[src/rtl/scsu_pkg.sv]
// Constants shared by the system clock select unit
package scsu_pkg;
  // Register byte offsets
  localparam logic [7:0] OFS_CLOCK_CONTROL = 8'h00;
  localparam logic [7:0] OFS_CLOCK_TUNING = 8'h04;
  localparam logic [7:0] OFS_TIMER1_CONTROL = 8'h08;
  localparam logic [7:0] OFS_CLOCK_CONFIG = 8'h0C;
  // Clock control register fields
  localparam int IDLE_BIT = 7;
  localparam int IFS_LSB = 4;
  localparam int PSD_BIT = 3;
  localparam int ONE_BIT = 2;
  localparam int CSS_LSB = 0;
  // Tuning register fields
  localparam int LFS_BIT = 7;
  localparam int PLLEN_BIT = 6;
  localparam int TUNE_LSB = 0;
  // Timer-1 control fields
  localparam int SCA_BIT = 6;
  localparam int SOE_BIT = 3;
  // Configuration register fields
  localparam int OMC_LSB = 0;
  localparam int PPS_LSB = 4;
  localparam int CPD_LSB = 8;
  // Clock source select encodings
  localparam logic [1:0] CSS_PRIMARY = 2'h0;
  localparam logic [1:0] CSS_SECONDARY = 2'h1;
  localparam logic [1:0] CSS_RESERVED = 2'h2;
  localparam logic [1:0] CSS_INTERNAL = 2'h3;
  // Oscillator mode encodings
  localparam logic [2:0] OMC_INT = 3'h0;
  localparam logic [2:0] OMC_INT_ALT = 3'h1;
  localparam logic [2:0] OMC_HS = 3'h4;
  localparam logic [2:0] OMC_CRYSTAL_PLL = 3'h5;
  localparam logic [2:0] OMC_EC = 3'h6;
  localparam logic [2:0] OMC_EXT_CLOCK_PLL = 3'h7;
  // Values after reset
  localparam logic [2:0] IFS_RESET = 3'h6;
  localparam logic [2:0] OMC_RESET = OMC_HS;
  localparam logic [2:0] PPS_RESET = 3'h7;
  localparam logic [1:0] CPD_RESET = 2'h3;
  // Cycle counts, in ticks of the source concerned
  localparam logic [10:0] STARTUP_TICKS = 11'h400;
  localparam logic [1:0] OLD_SRC_TICKS = 2'h2;
  localparam logic [1:0] NEW_SRC_TICKS = 2'h3;
  localparam logic [8:0] PLL_HALF_RATIO = 9'h002;
  localparam logic [8:0] USB_LS_RATIO = 9'h004;
  typedef enum logic [2:0] {
    SW_RUN = 3'b001,
    SW_OLD = 3'b010,
    SW_NEW = 3'b100
  } scsu_sw_state_t;
endpackage : scsu_pkg

[src/rtl/scsu_div.sv]
// Tick divider: one output tick for every ratio input ticks
`timescale 1ns/1ns
`default_nettype none
module scsu_div (
  // Clock and reset
  input wire logic CLK,
  input wire logic RESET,
  // Ticks
  input wire logic tick_in,
  input wire logic [8:0] ratio,
  output logic tick_out
);
  logic [8:0] count;
  logic [8:0] next_count;
  logic wrap;

  // A count left beyond a freshly lowered ratio wraps at once
  assign wrap = (count >= ratio - 9'h001);
  assign tick_out = tick_in & wrap;

  always_comb
  begin
    next_count = count;
    if (tick_in)
      next_count = wrap ? 9'h000 : count + 9'h001;
  end

  always_ff @(posedge CLK)
  begin
    if (RESET)
      count <= 9'h000;
    else
      count <= next_count;
  end
endmodule : scsu_div
`default_nettype wire

[src/rtl/scsu_top.sv]
// System clock select unit: source selection, dividers and status
//
// Decided for this implementation: the address map and the Wishbone register port.
`timescale 1ns/1ns
`default_nettype none
module scsu_top (
  // Clock and reset
  input wire logic CLK,
  input wire logic RESET,
  // Wishbone slave
  input wire logic WB_CYC_I,
  input wire logic WB_STB_I,
  input wire logic WB_WE_I,
  input wire logic [7:0] WB_ADR_I,
  input wire logic [3:0] WB_SEL_I,
  input wire logic [31:0] WB_DAT_I,
  output logic [31:0] WB_DAT_O,
  output logic WB_ACK_O,
  // Oscillator ticks
  input wire logic PRI_OSC_TICK,
  input wire logic SEC_OSC_TICK,
  input wire logic FAST_OSC_TICK,
  input wire logic SLOW_OSC_TICK,
  input wire logic PLL_OUT_TICK,
  // Sleep control
  input wire logic SLEEP_REQ,
  input wire logic WAKE_REQ,
  // Clock outputs
  output logic DEV_CLK_TICK,
  output logic PLL_REF_TICK,
  output logic USB_FS_TICK,
  output logic USB_LS_TICK,
  output logic WDT_TICK,
  output logic FSCM_TICK,
  // Power state
  output logic SLEEP_MODE,
  output logic IDLE_MODE
);
  // Register state
  logic idle_on_sleep;
  logic [2:0] internal_freq_sel;
  logic [1:0] clock_source_sel;
  logic low_freq_source_sel;
  logic pll_enable;
  logic [5:0] tune;
  logic secondary_osc_enable;
  logic [2:0] osc_mode_cfg;
  logic [2:0] pll_prescale_sel;
  logic [1:0] cpu_clock_div;
  logic next_idle_on_sleep;
  logic [2:0] next_internal_freq_sel;
  logic [1:0] next_clock_source_sel;
  logic next_low_freq_source_sel;
  logic next_pll_enable;
  logic [5:0] next_tune;
  logic next_secondary_osc_enable;
  logic [2:0] next_osc_mode_cfg;
  logic [2:0] next_pll_prescale_sel;
  logic [1:0] next_cpu_clock_div;
  // Bus state
  logic ack;
  logic [31:0] rdata;
  logic next_ack;
  logic [31:0] next_rdata;
  logic wr_commit;
  // Start-up timer
  logic [10:0] startup_cnt;
  logic [10:0] next_startup_cnt;
  logic startup_done;
  // Switch state
  scsu_pkg::scsu_sw_state_t sw_state;
  scsu_pkg::scsu_sw_state_t next_sw_state;
  logic [1:0] active_sel;
  logic [1:0] target_sel;
  logic [1:0] next_active_sel;
  logic [1:0] next_target_sel;
  logic [1:0] sw_cnt;
  logic [1:0] next_sw_cnt;
  logic [1:0] want_sel;
  // Power state
  logic sleep_mode;
  logic idle_mode;
  logic next_sleep_mode;
  logic next_idle_mode;
  // Clock paths
  logic [8:0] prescale_ratio;
  logic [8:0] cpu_ratio;
  logic [8:0] post_ratio;
  logic mode_pll;
  logic mode_internal;
  logic pll_active;
  logic pll_ref;
  logic pll_half;
  logic cpu_in;
  logic cpu_tick;
  logic post_tick;
  logic int_tick;
  logic pri_tick;
  logic usb_ls;
  logic old_tick;
  logic new_tick;
  logic dev_tick;
  logic status_psd;
  logic status_sca;

  assign mode_pll = (osc_mode_cfg == scsu_pkg::OMC_CRYSTAL_PLL) ||
                    (osc_mode_cfg == scsu_pkg::OMC_EXT_CLOCK_PLL);
  assign mode_internal = (osc_mode_cfg == scsu_pkg::OMC_INT) || (osc_mode_cfg == scsu_pkg::OMC_INT_ALT);
  assign pll_active = mode_pll & pll_enable;

  // Divider ratios
  always_comb
  begin
    case (pll_prescale_sel)
      3'h0: prescale_ratio = 9'h00C;
      3'h1: prescale_ratio = 9'h00A;
      3'h2: prescale_ratio = 9'h006;
      3'h3: prescale_ratio = 9'h005;
      3'h4: prescale_ratio = 9'h004;
      3'h5: prescale_ratio = 9'h003;
      3'h6: prescale_ratio = 9'h002;
      default: prescale_ratio = 9'h001;
    endcase
    case (cpu_clock_div)
      2'h3: cpu_ratio = 9'h001;
      2'h2: cpu_ratio = 9'h002;
      2'h1: cpu_ratio = 9'h003;
      default: cpu_ratio = 9'h006;
    endcase
    case (internal_freq_sel)
      3'h7: post_ratio = 9'h001;
      3'h6: post_ratio = 9'h002;
      3'h5: post_ratio = 9'h004;
      3'h4: post_ratio = 9'h008;
      3'h3: post_ratio = 9'h010;
      3'h2: post_ratio = 9'h020;
      3'h1: post_ratio = 9'h040;
      default: post_ratio = 9'h100;
    endcase
  end

  // PLL reference from the primary oscillator
  scsu_div u_prescale (
    .CLK(CLK),
    .RESET(RESET),
    .tick_in(PRI_OSC_TICK),
    .ratio(prescale_ratio),
    .tick_out(pll_ref)
  );

  // The PLL output is halved to the 48 MHz full-speed rate
  scsu_div u_pll_half (
    .CLK(CLK),
    .RESET(RESET),
    .tick_in(PLL_OUT_TICK),
    .ratio(scsu_pkg::PLL_HALF_RATIO),
    .tick_out(pll_half)
  );

  assign cpu_in = pll_active ? pll_half : PRI_OSC_TICK;

  scsu_div u_cpu_div (
    .CLK(CLK),
    .RESET(RESET),
    .tick_in(cpu_in),
    .ratio(cpu_ratio),
    .tick_out(cpu_tick)
  );

  // Low-speed USB runs at a quarter of the CPU clock
  scsu_div u_usb_ls (
    .CLK(CLK),
    .RESET(RESET),
    .tick_in(cpu_tick),
    .ratio(scsu_pkg::USB_LS_RATIO),
    .tick_out(usb_ls)
  );

  // Postscaler ratio follows the frequency select at once
  scsu_div u_postscale (
    .CLK(CLK),
    .RESET(RESET),
    .tick_in(FAST_OSC_TICK),
    .ratio(post_ratio),
    .tick_out(post_tick)
  );

  // Slow oscillator only at code 000 with the low-frequency bit clear
  assign int_tick = ((internal_freq_sel == 3'h0) && !low_freq_source_sel) ? SLOW_OSC_TICK : post_tick;
  assign pri_tick = mode_internal ? int_tick : cpu_tick;

  // Reserved requests keep the running source
  assign want_sel = (clock_source_sel == scsu_pkg::CSS_RESERVED) ? target_sel : clock_source_sel;

  always_comb
  begin
    case (active_sel)
      scsu_pkg::CSS_SECONDARY: old_tick = SEC_OSC_TICK;
      scsu_pkg::CSS_INTERNAL: old_tick = int_tick;
      default: old_tick = pri_tick;
    endcase
    case (target_sel)
      scsu_pkg::CSS_SECONDARY: new_tick = SEC_OSC_TICK;
      scsu_pkg::CSS_INTERNAL: new_tick = int_tick;
      default: new_tick = pri_tick;
    endcase
  end

  // Register file and bus
  assign wr_commit = WB_CYC_I & WB_STB_I & WB_WE_I & ack;

  always_comb
  begin
    next_idle_on_sleep = idle_on_sleep;
    next_internal_freq_sel = internal_freq_sel;
    next_clock_source_sel = clock_source_sel;
    next_low_freq_source_sel = low_freq_source_sel;
    next_pll_enable = pll_enable;
    next_tune = tune;
    next_secondary_osc_enable = secondary_osc_enable;
    next_osc_mode_cfg = osc_mode_cfg;
    next_pll_prescale_sel = pll_prescale_sel;
    next_cpu_clock_div = cpu_clock_div;
    if (wr_commit && WB_SEL_I[0])
    begin
      case (WB_ADR_I)
        scsu_pkg::OFS_CLOCK_CONTROL:
        begin
          next_idle_on_sleep = WB_DAT_I[scsu_pkg::IDLE_BIT];
          next_internal_freq_sel = WB_DAT_I[scsu_pkg::IFS_LSB +: 3];
          // Timer-1 source only with its oscillator enabled
          if (WB_DAT_I[scsu_pkg::CSS_LSB +: 2] != scsu_pkg::CSS_SECONDARY || secondary_osc_enable)
            next_clock_source_sel = WB_DAT_I[scsu_pkg::CSS_LSB +: 2];
        end
        scsu_pkg::OFS_CLOCK_TUNING:
        begin
          next_low_freq_source_sel = WB_DAT_I[scsu_pkg::LFS_BIT];
          next_pll_enable = WB_DAT_I[scsu_pkg::PLLEN_BIT];
          next_tune = WB_DAT_I[scsu_pkg::TUNE_LSB +: 6];
        end
        scsu_pkg::OFS_TIMER1_CONTROL: next_secondary_osc_enable = WB_DAT_I[scsu_pkg::SOE_BIT];
        scsu_pkg::OFS_CLOCK_CONFIG:
        begin
          next_osc_mode_cfg = WB_DAT_I[scsu_pkg::OMC_LSB +: 3];
          next_pll_prescale_sel = WB_DAT_I[scsu_pkg::PPS_LSB +: 3];
        end
        default: ;
      endcase
    end
    if (wr_commit && WB_SEL_I[1] && WB_ADR_I == scsu_pkg::OFS_CLOCK_CONFIG)
      next_cpu_clock_div = WB_DAT_I[scsu_pkg::CPD_LSB +: 2];
  end

  always_ff @(posedge CLK)
  begin
    if (RESET)
    begin
      idle_on_sleep <= 1'b0;
      internal_freq_sel <= scsu_pkg::IFS_RESET;
      clock_source_sel <= scsu_pkg::CSS_PRIMARY;
      low_freq_source_sel <= 1'b0;
      pll_enable <= 1'b0;
      tune <= 6'h00;
      secondary_osc_enable <= 1'b0;
      osc_mode_cfg <= scsu_pkg::OMC_RESET;
      pll_prescale_sel <= scsu_pkg::PPS_RESET;
      cpu_clock_div <= scsu_pkg::CPD_RESET;
    end
    else
    begin
      idle_on_sleep <= next_idle_on_sleep;
      internal_freq_sel <= next_internal_freq_sel;
      clock_source_sel <= next_clock_source_sel;
      low_freq_source_sel <= next_low_freq_source_sel;
      pll_enable <= next_pll_enable;
      tune <= next_tune;
      secondary_osc_enable <= next_secondary_osc_enable;
      osc_mode_cfg <= next_osc_mode_cfg;
      pll_prescale_sel <= next_pll_prescale_sel;
      cpu_clock_div <= next_cpu_clock_div;
    end
  end

  // Status bits: only the running source reports, so never both
  assign status_psd = startup_done && active_sel == scsu_pkg::CSS_PRIMARY && sw_state == scsu_pkg::SW_RUN;
  assign status_sca = active_sel == scsu_pkg::CSS_SECONDARY && sw_state == scsu_pkg::SW_RUN;

  always_comb
  begin
    next_ack = WB_CYC_I & WB_STB_I & ~ack;
    next_rdata = 32'h0000_0000;
    case (WB_ADR_I)
      scsu_pkg::OFS_CLOCK_CONTROL:
      begin
        next_rdata[scsu_pkg::IDLE_BIT] = idle_on_sleep;
        next_rdata[scsu_pkg::IFS_LSB +: 3] = internal_freq_sel;
        next_rdata[scsu_pkg::PSD_BIT] = status_psd;
        next_rdata[scsu_pkg::ONE_BIT] = 1'b1;
        next_rdata[scsu_pkg::CSS_LSB +: 2] = clock_source_sel;
      end
      scsu_pkg::OFS_CLOCK_TUNING:
      begin
        next_rdata[scsu_pkg::LFS_BIT] = low_freq_source_sel;
        next_rdata[scsu_pkg::PLLEN_BIT] = pll_enable;
        next_rdata[scsu_pkg::TUNE_LSB +: 6] = tune;
      end
      scsu_pkg::OFS_TIMER1_CONTROL:
      begin
        next_rdata[scsu_pkg::SCA_BIT] = status_sca;
        next_rdata[scsu_pkg::SOE_BIT] = secondary_osc_enable;
      end
      scsu_pkg::OFS_CLOCK_CONFIG:
      begin
        next_rdata[scsu_pkg::OMC_LSB +: 3] = osc_mode_cfg;
        next_rdata[scsu_pkg::PPS_LSB +: 3] = pll_prescale_sel;
        next_rdata[scsu_pkg::CPD_LSB +: 2] = cpu_clock_div;
      end
      default: ;
    endcase
  end

  always_ff @(posedge CLK)
  begin
    if (RESET)
    begin
      ack <= 1'b0;
      rdata <= 32'h0000_0000;
    end
    else
    begin
      ack <= next_ack;
      rdata <= next_rdata;
    end
  end

  assign WB_ACK_O = ack;
  assign WB_DAT_O = rdata;

  // Start-up timer counts primary oscillator ticks once after reset
  assign startup_done = (startup_cnt == scsu_pkg::STARTUP_TICKS) || mode_internal;

  always_comb
  begin
    next_startup_cnt = startup_cnt;
    if (PRI_OSC_TICK && startup_cnt != scsu_pkg::STARTUP_TICKS)
      next_startup_cnt = startup_cnt + 11'h001;
  end

  always_ff @(posedge CLK)
  begin
    if (RESET)
      startup_cnt <= 11'h000;
    else
      startup_cnt <= next_startup_cnt;
  end

  // Glitch-free switch: drain old ticks, then wait for the new source
  always_comb
  begin
    next_sw_state = sw_state;
    next_active_sel = active_sel;
    next_target_sel = target_sel;
    next_sw_cnt = sw_cnt;
    dev_tick = 1'b0;
    case (sw_state)
      scsu_pkg::SW_RUN:
      begin
        dev_tick = old_tick;
        if (want_sel != active_sel)
        begin
          next_target_sel = want_sel;
          next_sw_cnt = 2'h0;
          next_sw_state = scsu_pkg::SW_OLD;
        end
      end
      scsu_pkg::SW_OLD:
      begin
        if (old_tick)
          next_sw_cnt = sw_cnt + 2'h1;
        if (old_tick && sw_cnt == scsu_pkg::OLD_SRC_TICKS - 2'h1)
        begin
          next_sw_cnt = 2'h0;
          next_sw_state = scsu_pkg::SW_NEW;
        end
      end
      scsu_pkg::SW_NEW:
      begin
        if (new_tick)
          next_sw_cnt = sw_cnt + 2'h1;
        // Resuming on the next new tick gives three to four ticks of pause
        if (new_tick && sw_cnt == scsu_pkg::NEW_SRC_TICKS - 2'h1)
        begin
          next_active_sel = target_sel;
          next_sw_state = scsu_pkg::SW_RUN;
        end
      end
      default: next_sw_state = scsu_pkg::SW_RUN;
    endcase
  end

  always_ff @(posedge CLK)
  begin
    if (RESET)
    begin
      sw_state <= scsu_pkg::SW_RUN;
      active_sel <= scsu_pkg::CSS_PRIMARY;
      target_sel <= scsu_pkg::CSS_PRIMARY;
      sw_cnt <= 2'h0;
    end
    else
    begin
      sw_state <= next_sw_state;
      active_sel <= next_active_sel;
      target_sel <= next_target_sel;
      sw_cnt <= next_sw_cnt;
    end
  end

  // Sleep instruction enters Idle or Sleep; a wake request leaves both
  always_comb
  begin
    next_sleep_mode = sleep_mode;
    next_idle_mode = idle_mode;
    if (WAKE_REQ)
    begin
      next_sleep_mode = 1'b0;
      next_idle_mode = 1'b0;
    end
    else if (SLEEP_REQ && !sleep_mode && !idle_mode)
    begin
      next_idle_mode = idle_on_sleep;
      next_sleep_mode = !idle_on_sleep;
    end
  end

  // Output registers; ticks appear one cycle after their cause
  always_ff @(posedge CLK)
  begin
    if (RESET)
    begin
      sleep_mode <= 1'b0;
      idle_mode <= 1'b0;
      DEV_CLK_TICK <= 1'b0;
      PLL_REF_TICK <= 1'b0;
      USB_FS_TICK <= 1'b0;
      USB_LS_TICK <= 1'b0;
      WDT_TICK <= 1'b0;
      FSCM_TICK <= 1'b0;
    end
    else
    begin
      sleep_mode <= next_sleep_mode;
      idle_mode <= next_idle_mode;
      // Sleep stops the device clock; Idle keeps peripherals running
      DEV_CLK_TICK <= dev_tick & ~sleep_mode;
      PLL_REF_TICK <= pll_ref & mode_pll;
      USB_FS_TICK <= pll_half & pll_active;
      USB_LS_TICK <= usb_ls;
      WDT_TICK <= SLOW_OSC_TICK;
      FSCM_TICK <= SLOW_OSC_TICK;
    end
  end

  assign SLEEP_MODE = sleep_mode;
  assign IDLE_MODE = idle_mode;
endmodule : scsu_top
`default_nettype wire

[config.mk]
export PLATFORM = sky130hd
export DESIGN_NAME = scsu_top
export DESIGN_NICKNAME = d
export VERILOG_FILES = /design/src/rtl/scsu_pkg.sv /design/src/rtl/scsu_div.sv /design/src/rtl/scsu_top.sv
export SDC_FILE = /design/constraint.sdc
export NUM_CORES = 1
export LEC_CHECK = 0
export BUFFER_PORTS_ARGS = -buffer_cell sky130_fd_sc_hd__buf_2
export CAP_MARGIN = 40
export CORE_ASPECT_RATIO = 0.6
export CORE_UTILIZATION = 35
export CTS_CLUSTER_DIAMETER = 60
export DETAILED_ROUTE_END_ITERATION = 6
export GPL_TIMING_DRIVEN = 0
export SYNTH_ARGS = -nofsm -noshare
export SYNTH_HDL_FRONTEND = slang
export SYNTH_HIERARCHICAL = 1
export SYNTH_SLANG_ARGS = --single-unit
[constraint.sdc]
create_clock -name CLK -period 4.3 [get_ports CLK]
set_input_delay 0.215 -clock CLK [delete_from_list [all_inputs] [get_ports CLK]]
set_output_delay 0.215 -clock CLK [all_outputs]
set_load 0.05 [all_outputs]
; ---- Word level (Yosys, flattened, before mapping)
; Index checks and enable logic that the tools add are counted.
[op_classes]
add_sub_neg = 10
n_eq_ne = 41
reduce_logical = 37
bitwise = 16
n_lt_le_gt_ge = 5
mux = 29
[ops]
columns = operator, n
row1 = $pmux W9 S7, 1
row2 = $add A9 B1 Y9 const B, 5
row3 = $mux W9, 5
row4 = $eq A3 B3 Y1 const B, 10
row5 = $pmux W4 S7, 1
row6 = $ge A9 B9 Y1, 3
row7 = $pmux W3 S3, 3
row8 = $eq A8 B4 Y1 const B, 2
row9 = $eq A3 B2 Y1 const B, 5
row10 = $and A1 B1 Y1, 13
row11 = $eq A2 B2 Y1 const B, 6
row12 = $eq A3 B1 Y1 const B, 4
row13 = $logic_and A1 B1 Y1, 12
row14 = $pmux W2 S3, 2
row15 = $reduce_and A2 Y1, 6
row16 = $add A11 B1 Y11 const B, 1
row17 = $eq A11 B11 Y1 const B, 1
row18 = $ne A11 B11 Y1 const B, 1
row19 = $mux W2, 5
row20 = $ge A9 B1 Y1 const B, 1
row21 = $ge A9 B2 Y1 const B, 1
row22 = $logic_not A3 Y1, 3
row23 = $mux W3, 3
row24 = $sub A9 B1 Y9 const B, 1
row25 = other kinds (22), 43
[totals]
out_inout_bits = 41
input_bits = 56
register_bits = 128
wordCells = 169

; ---- Depth between registers and ports, before layout
; Gate-level depths: netlist (run 1).
[logic_depth]
depth_word = 11
mapped_depth = 18
depth_no_buf = 18

; ---- Hierarchy
; The synthesis (run 1) kept the hierarchy.
[modules_own_cells]
columns = mod, seq_area_each_um2, cells_per_inst, area_each_um2, instances
row1 = scsu_top, 1221.2, 359, 3071.7, 1
row2 = scsu_div at u_pll_half ..., 180.2, 95, 749.5, 3
row3 = scsu_div at u_cpu_div, 180.2, 98, 844.6, 1
row4 = scsu_div at u_prescale, 180.2, 95, 747.0, 1

; ---- Worst setup path before layout (run 1)
; No wires, ideal clock.
[synth_path]
path_kind = register to register
from = reg internal_freq_sel[1]
to = reg sw_cnt[1]
t_arrival_ns = 3.767
period_less_slack_ns = 3.834
n_path_buf = 1
path_slack_ns = 0.466
path_stages_with_launch = 18
setup_time_ns = 0.067
required_ns = 4.233
cell_sequence = dfxtp_1 clkbuf_1 and3b_1 nor4_1 nand2_1 nor3_1 xnor2_1 ha_1 nand4_1 nor2_1 a211oi_4 nor2_1 o41a_1 a2111oi_2 o32ai_1 a21o_1 a221o_1 a21oi_2
[synth_via]
elab_chain_len = 11
word_cells_on_any_way = 23
cone_classes = add/sub (1) / order compare (1) / eq/ne (9) / mux (7) / bitwise (1) / reduce/logical (4)
[synth_rtl]
columns = element, line
row1 = from (decl), scsu_top.sv:41  ; logic [2:0] internal_freq_sel;
row2 = from (signal assigned), scsu_top.sv:259  ; internal_freq_sel <= scsu_pkg::IFS_RESET;
row3 = from (signal assigned), scsu_top.sv:272  ; internal_freq_sel <= next_internal_freq_sel;
row4 = $eq A3 B1 Y1 (tied with other cells), scsu_top.sv:130  ; case (internal_freq_sel)
row5 = $pmux W9 S7 *, scsu_top.sv:130
row6 = named net post_ratio[2], scsu_top.sv:88  ; logic [8:0] post_ratio;
row7 = $sub A9 B1 Y9 *, scsu_div.sv:18  ; assign wrap = (count >= ratio - 9'h001);
row8 = $ge A9 B9 Y1 *, scsu_div.sv:18
row9 = $and A1 B1 Y1 *, scsu_div.sv:19  ; assign tick_out = tick_in & wrap;
row10 = named net post_tick, scsu_top.sv:96  ; logic post_tick;
row11 = $mux W1 *, scsu_top.sv:189  ; assign int_tick = ((internal_freq_sel == 3'h0) && !low_freq_source_sel) ? SLOW_OSC_TICK : post_tick;
row12 = $mux W1, scsu_top.sv:190  ; assign pri_tick = mode_internal ? int_tick : cpu_tick;
row13 = $pmux W1 S2, scsu_top.sv:197  ; case (active_sel)
row14 = $logic_and A1 B1 Y1, scsu_top.sv:380  ; if (old_tick && sw_cnt == scsu_pkg::OLD_SRC_TICKS - 2'h1)
row15 = $ne A3 B3 Y1 (no source line) / $mux W2 (equally long branches), n/a
row16 = $reduce_and A4 Y1 (no source line) / $pmux W2 S3 (equally long branches), n/a
row17 = to (signal assigned), scsu_top.sv:415  ; sw_cnt <= next_sw_cnt;
row18 = to (decl), scsu_top.sv:77  ; logic [1:0] sw_cnt;
; Mark *: on every way through the listed nets, which the timed path passes. The rest lies on a longest branch.
; A chain may end at the register's enable or synchronous reset.

; ---- Worst setup path in the final report (run 1)
; Ends and elaborated chain as after synthesis.

==> results of run 1 <==
-- cell usage after synthesis (3+ instances only) --
cell type,count,share of area (%)
a21oi_2,6,0.76
o211ai_1,4,0.43
a211o_1,6,0.76
a21o_1,3,0.33
nor2b_1,11,1.0
clkbuf_1,16,0.87
or2_2,4,0.36
and3_1,7,0.63
nor4_1,12,1.1
nand2_1,81,4.4
nand4b_1,4,0.51
a221oi_1,3,0.38
xor2_1,29,3.7
inv_1,41,2.2
nor3b_1,9,0.98
nor2_1,103,5.6
dfxtp_1,106,31
nor3_2,7,1.0
nor4b_1,7,0.89
nor3_1,36,2.6
nand2b_1,4,0.36
o21ai_2,4,0.51
a21oi_1,46,3.3
o21bai_2,5,0.81
nand3_1,41,3.0
clkinv_1,5,0.27
buf_4,23,2.5
xnor2_1,36,4.6
nor2b_2,4,0.51
o21ai_0,11,0.80
mux2i_1,23,3.3
a211oi_4,4,1.2
a2111oi_0,4,0.51
ha_1,63,11
o21ai_1,5,0.36
a31oi_1,10,0.91
a211oi_1,3,0.33
nor2_2,3,0.27
nand4_1,13,1.2
-- power breakdown --
group / switching, uW / leakage (uW) / internal (uW) / total (uW)
Sequential: 18.0 / 0.000856 / 994 / 1010
Clock: 388 / 0.000156 / 487 / 875
Combinational: 189 / 0.00233 / 106 / 294
-- area by class of cell --
type,instances,area (sq um)
clock buffer,11,253
timing repair buffer,53,270
sequential,106,2120
multi-input combinational,742,4770
fill,1960,10900
clock inverter,5,61.3
tap,266,333
inverter,47,176
buffer,41,244
-- final timing paths --
path / slack (ns) / cells past startpoint / from / endpoint
max: 0.36 / 17 / internal_freq_sel[1]$_SDFFE_PP1P_ / sw_cnt[1]$_SDFFE_PP0P_
min reg2reg: 0.44 / 1 / WB_ACK_O$_SDFF_PP0_ / WB_ACK_O$_SDFF_PP0_
max reg2reg: 0.36 / 17 / internal_freq_sel[1]$_SDFFE_PP1P_ / sw_cnt[1]$_SDFFE_PP0P_
min: 0.04 / 2 / WAKE_REQ / IDLE_MODE$_SDFFE_PP0P_
-- registers in the layout, indices dropped and copies added, names as in the netlist, 2 cells and up --
register and flops:
WB_DAT_O 10, active_sel 2, clock_source_sel 2, cpu_clock_div 2, internal_freq_sel 3, osc_mode_cfg 3, pll_prescale_sel 3, startup_cnt 11
sw_cnt 2, sw_state 3, target_sel 2, tune 6, u_cpu_div/count 9, u_pll_half/count 9, u_postscale/count 9, u_prescale/count 9
u_usb_ls/count 9
-- metal layers --
layer | wire [um] | part of all wire, %
met5 | 0 | 0
met4 | 126 | 0.80
met3 | 799 | 5.1
met2 | 5920 | 37
met1 | 8960 | 57
-- timing repair --
action / 4_1_cts / 5_1_grt
pin swaps: 1 / 1
hold buffers: 0 / 0
setup endpoints to repair: 5 / 6
resized for setup: 2 / 7
setup buffers: 1 / 0
-- cells by family after synthesis --
logic type | share of synthesized area [%]
compound gates | 14.3
xor+xnor | 8.24
fa+ha+maj | 11.4
buf+inv | 6.03
flops | 30.7
mux | 3.49
other cells | 0.109
simple gates | 25.7
-- stage by stage --
stage	TNS, ns	setup slack [ns]	utilization [%]	instances	hold slack [ns]
2_1_floorplan	0	0.466	-	936	0.284
3_3_place_gp	-0.220	-0.0838	41.0	1252	0.407
3_5_place_dp	-0.379	-0.143	41.1	1254	0.410
4_1_cts	0	0.101	42.9	1271	0.0256
5_1_grt	-0.0206	-0.0167	42.9	1271	0.0251
6_report	0	0.363	42.9	1271	0.0368
-- cell usage in the layout, fill, tap and decap left out, drive strengths merged, types with 8 or more instances in the layout --
cell type	synthesis	layout
dfxtp	106	106
nor2	106	106
conb	2	101
nand2	81	81
buf	25	78
ha	63	63
a21oi	54	54
inv	42	43
nor3	43	43
nand3	41	41
xnor2	36	36
xor2	29	29
clkbuf	16	27
mux2i	23	23
o21ai	20	20
nor2b	15	15
nor4	14	14
nand4	13	13
a31oi	10	10
nor3b	9	9
clkinv	5	8
==> flow_summary_export.csv, run 1 <==
group,metric,value,unit
run_status,status,"finished, final reports clean",
final_layout,area_growth,19.0,%
route,viasPerCell,4.65,
global_routing,grt_pass1_wl,26500,um
sta,setup_violations,0,
floorplanning,start_util,36.0,%
yosys,synthDistinctLibCells,68,
floorplanning,die_area,20300,sq um
route,ant_nets,0,
yosys,syn_area_per_cell,8.26,sq um
floorplanning,fp.coreArea,19200,sq um
global_routing,grt_max_degree,27,
yosys,synth_edf_count,0,
clock_tree,cts_buffer_depth,2,
global_routing,busiest_layer,"met1",
global_routing,grt_pass1_vias,5294,
route,dr_total_vias,5910,
setup_path,crit_family,"compound AO/OA/AOI/OAI gates",
floorplanning,num_rows,39,
global_routing,grt_antenna_before_repair,0,
sta,post-route-min-period,3.94,ns
route,wl,15800,um
yosys,synthArstFlopShare,0,%
clock_tree,h-tree-depth,3,
yosys,yosysWarningCount,6,
clock_tree,clkSinkCount,106,
place,numPortBuffers,50,
setup_path,path_buf_inv,1,
setup_path,end_kind,"flop",
sta,tightest_slew,0.846,ns
final_layout,fin_nets,1119,
route,route.detailed.drc,0,
power_and_ir_drop,peakVddDrop,0.000203,V
route,drtIter0Drc,451,
setup_path,required,4.60,ns
yosys,ys_seq_area_share,30.7,%
yosys,synth_seq_cells,106,
setup_path,path_cells,"clkbuf_2 -> and3b_1 -> nor4_2 -> nand2_1 -> nor3_1 -> xnor2_1 -> ha_1 -> a21oi_1 -> o21ai_1 -> a211oi_4 -> nor2_1 -> o41a_1 -> a211oi_1 -> o32ai_1 -> a21o_1 -> a221o_1 -> a21oi_2",
floorplanning,die_y,111,um
setup_path,path_max_fanout,10,
clock_tree,cts_tree,"done",
final_layout,fin_area,8230,sq um
global_routing,grt_use_met1,26.2,%
sta,period_share,91.5,%
sta,maxSlewViolCount,0,
yosys,ys.flop_type,"dfxtp_1",
run,cap_violations,0,
setup_path,worstPathArrival,4.23,ns
setup_path,cp_slowest_cell,"dfxtp_1",
floorplanning,fp.dieW,183,um
floorplanning,io-pin-count,97,
global_routing,track_usage,16.2,%
route,wl_per_cell,12.4,um
global_routing,met3_usage,3.38,%
yosys,synthesis.area,6910,sq um
global_routing,overflow,0,
clock_tree,clk_pin_slew,0.08,ns
final_layout,drive_above_1_share,14.6,%
power_and_ir_drop,total_power,2180,uW
place,place_congestion,0.859,
global_routing,use_met2,21.0,%
worst_hold_path,hp-class,"in2reg",
setup_path,crit_type,"reg2reg",
place,placed_area,7880,sq um
yosys,syn_inst,837,
clock_tree,cts_buffers,9,
power_and_ir_drop,p_leak,0.00334,uW
clock_tree,root_buffer,"clkbuf_16",
sta,max_freq,254,MHz
power_and_ir_drop,p_per_area,265,nW/um^2
sta,hold_violations,0,
sta,relSlewSlack,43.4,%
sta,clock_skew,0.00959,ns
clock_tree,clkLatencyLatePin,0.36,ns
place,place_hpwl,12200,um
setup_path,cp-start-kind,"flop",
route,drt_pre_antenna_iters,5,
setup_path,cp_slowest_stage_delay,0.37,ns
final_layout,antenna_cells,0,
(Power assumes the default switching activity.)
==> run 2: changes to the inputs <==
Settings changed: CORE_UTILIZATION 35 to 43.
==> flow_summary_export.csv, run 2 (synthesis gave the netlist of run 1 again) <==
group,metric,value,unit
sta,max_freq,256,MHz
final_layout,antenna_cells,0,
place,place_inst,1191,
global_routing,grt_antenna_before_repair,0,
sta,clock_skew,0.0126,ns
floorplanning,fp.coreArea,15500,sq um
place,placed_area,7800,sq um
setup_path,worstPathArrival,4.20,ns
setup_path,crit_start,"internal_freq_sel[1]$_SDFFE_PP1P_",
worst_hold_path,worstHoldStart,"WAKE_REQ",
setup_path,cp-start-kind,"flop",
global_routing,grt_pass1_vias,5081,
sta,hold_violations,0,
final_layout,drive_above_1_share,14.6,%
sta,fin_ws,0.389,ns
global_routing,overflow,0,
route,ant_nets,0,
final_layout,mostFrequentLayoutCells,"dfxtp_1 (106), nor2_1 (103), conb_1 (101), nand2_1 (81), ha_1 (63)",
global_routing,grt_max_degree,27,
power_and_ir_drop,p_per_area,268,nW/um^2
clock_tree,cts_buffers,9,
worst_hold_path,min_path_cells,2,
power_and_ir_drop,peakVddDrop,0.000181,V
sta,rsz0062_at_grt,"false",
final_layout,final_common_cell,"dfxtp_1",
route,wl_per_cell,12.3,um
clock_tree,h-tree-depth,3,
route,wl,14900,um
final_layout,fin_area,8160,sq um
setup_path,r2r.worst_path.cells,17,
clock_tree,cts_buffer_depth,2,
sta,post-route-min-period,3.91,ns
floorplanning,fp.dieW,166,um
place,place_congestion,0.812,
place,dpl_worst_slack,-0.219,ns
setup_path,required,4.59,ns
place,place_hpwl,11600,um
clock_tree,clkSinkCount,106,
sta,worst_hold_slack,0.0317,ns
final_layout,largest-register,"startup_cnt",
global_routing,grt_pass1_wl,25400,um
route,route.detailed.drc,24,
sta,maxSlewViolCount,0,
run,cap_violations,0,
final_layout,largest_register_ff_count,11,
floorplanning,die_area,16600,sq um
clock_tree,clkLatencyLatePin,0.35,ns
route,dr_total_vias,5817,
setup_path,end_kind,"flop",
clock_tree,clk_pin_slew,0.08,ns
floorplanning,num_rows,35,
final_layout,area_growth,18.0,%
sta,relSlewSlack,44.9,%
run_status,violations,"DRC",
floorplanning,die_y,100,um
clock_tree,cts_tree,"done",
floorplanning,io-pin-count,97,
place,numPortBuffers,50,
final_layout,fin_nets,1119,
final_layout,layoutNonFillerInstCount,1208,
route,drtIter0Drc,345,
global_routing,track_usage,18.9,%
worst_hold_path,hp-class,"in2reg",
sta,setup_violations,0,
setup_path,rr_startpoint,"internal_freq_sel[1]$_SDFFE_PP1P_",
power_and_ir_drop,p_leak,0.00334,uW
sta,tightest_slew,0.823,ns
final_layout,fillers,1513,
setup_path,crit_type,"reg2reg",
clock_tree,root_buffer,"clkbuf_16",
run_status,status,"finished, violations left",
sta,period_share,91.0,%
setup_path,path_max_fanout,10,
route,viasPerCell,4.82,
route,drt_pre_antenna_iters,7,
power_and_ir_drop,total_power,2190,uW
floorplanning,start_util,44.6,%
## run 2: report_power, final
part | switching [uW] | internal (uW)
registers | 18.5 | 994
clock network | 414 | 471
logic | 186 | 105
## run 2: what timing repair did
item,in CTS,in global routing
setup buffers,1,0
gates resized for setup,2,6
hold buffers,0,0
gates cloned,0,0
pin swaps,1,1
setup endpoints to repair,5,7
## run 2: routing by layer
layer	routed length, um	global-route usage [%]
met1	8680	29.9
met2	5310	25.2
met3	778	4.34
met4	110	3.95
met5	0	0
## run 2: per-stage QoR
| stage | utilization, % | TNS, ns |
|---|---|---|
| floorplan | - | 0 |
| global placement | 50.2 | -0.518 |
| detailed placement | 50.3 | -0.632 |
| CTS | 52.5 | 0 |
| global route | 52.6 | 0 |
| finish | 52.6 | 0 |
## run 2: cell type report
cell class	instances	area [sq um]	area share [%]
multi-input cells	742	4770	58.5
flip-flops and latches	106	2120	26.0
repair buffers	53	273	3.34
well taps	203	254	3.11
plain buffers	41	244	2.99
clock buffers	9	225	2.76
inverters	47	176	2.16
clock inverters	7	95.1	1.17
## run 2: worst paths after layout
check                            to  slack, ns
max reg2reg  sw_cnt[1]$_SDFFE_PP0P_       0.39
min          IDLE_MODE$_SDFFE_PP0P_       0.03
min reg2reg     WB_ACK_O$_SDFF_PP0_       0.46
max          sw_cnt[1]$_SDFFE_PP0P_       0.39
## run 2: critical path: stages, from the launching register on
cell,delay [ns]
dfxtp_1,0.35
clkbuf_2,0.21
and3b_1,0.26
nor4_2,0.27
nand2_1,0.12
nor3_1,0.18
xnor2_1,0.15
ha_1,0.28
a21oi_1,0.16
o21ai_1,0.15
a211oi_4,0.24
nor2_1,0.07
o41a_1,0.17
a211oi_1,0.31
o32ai_1,0.18
a21o_1,0.26
a221o_1,0.37
a21oi_2,0.11
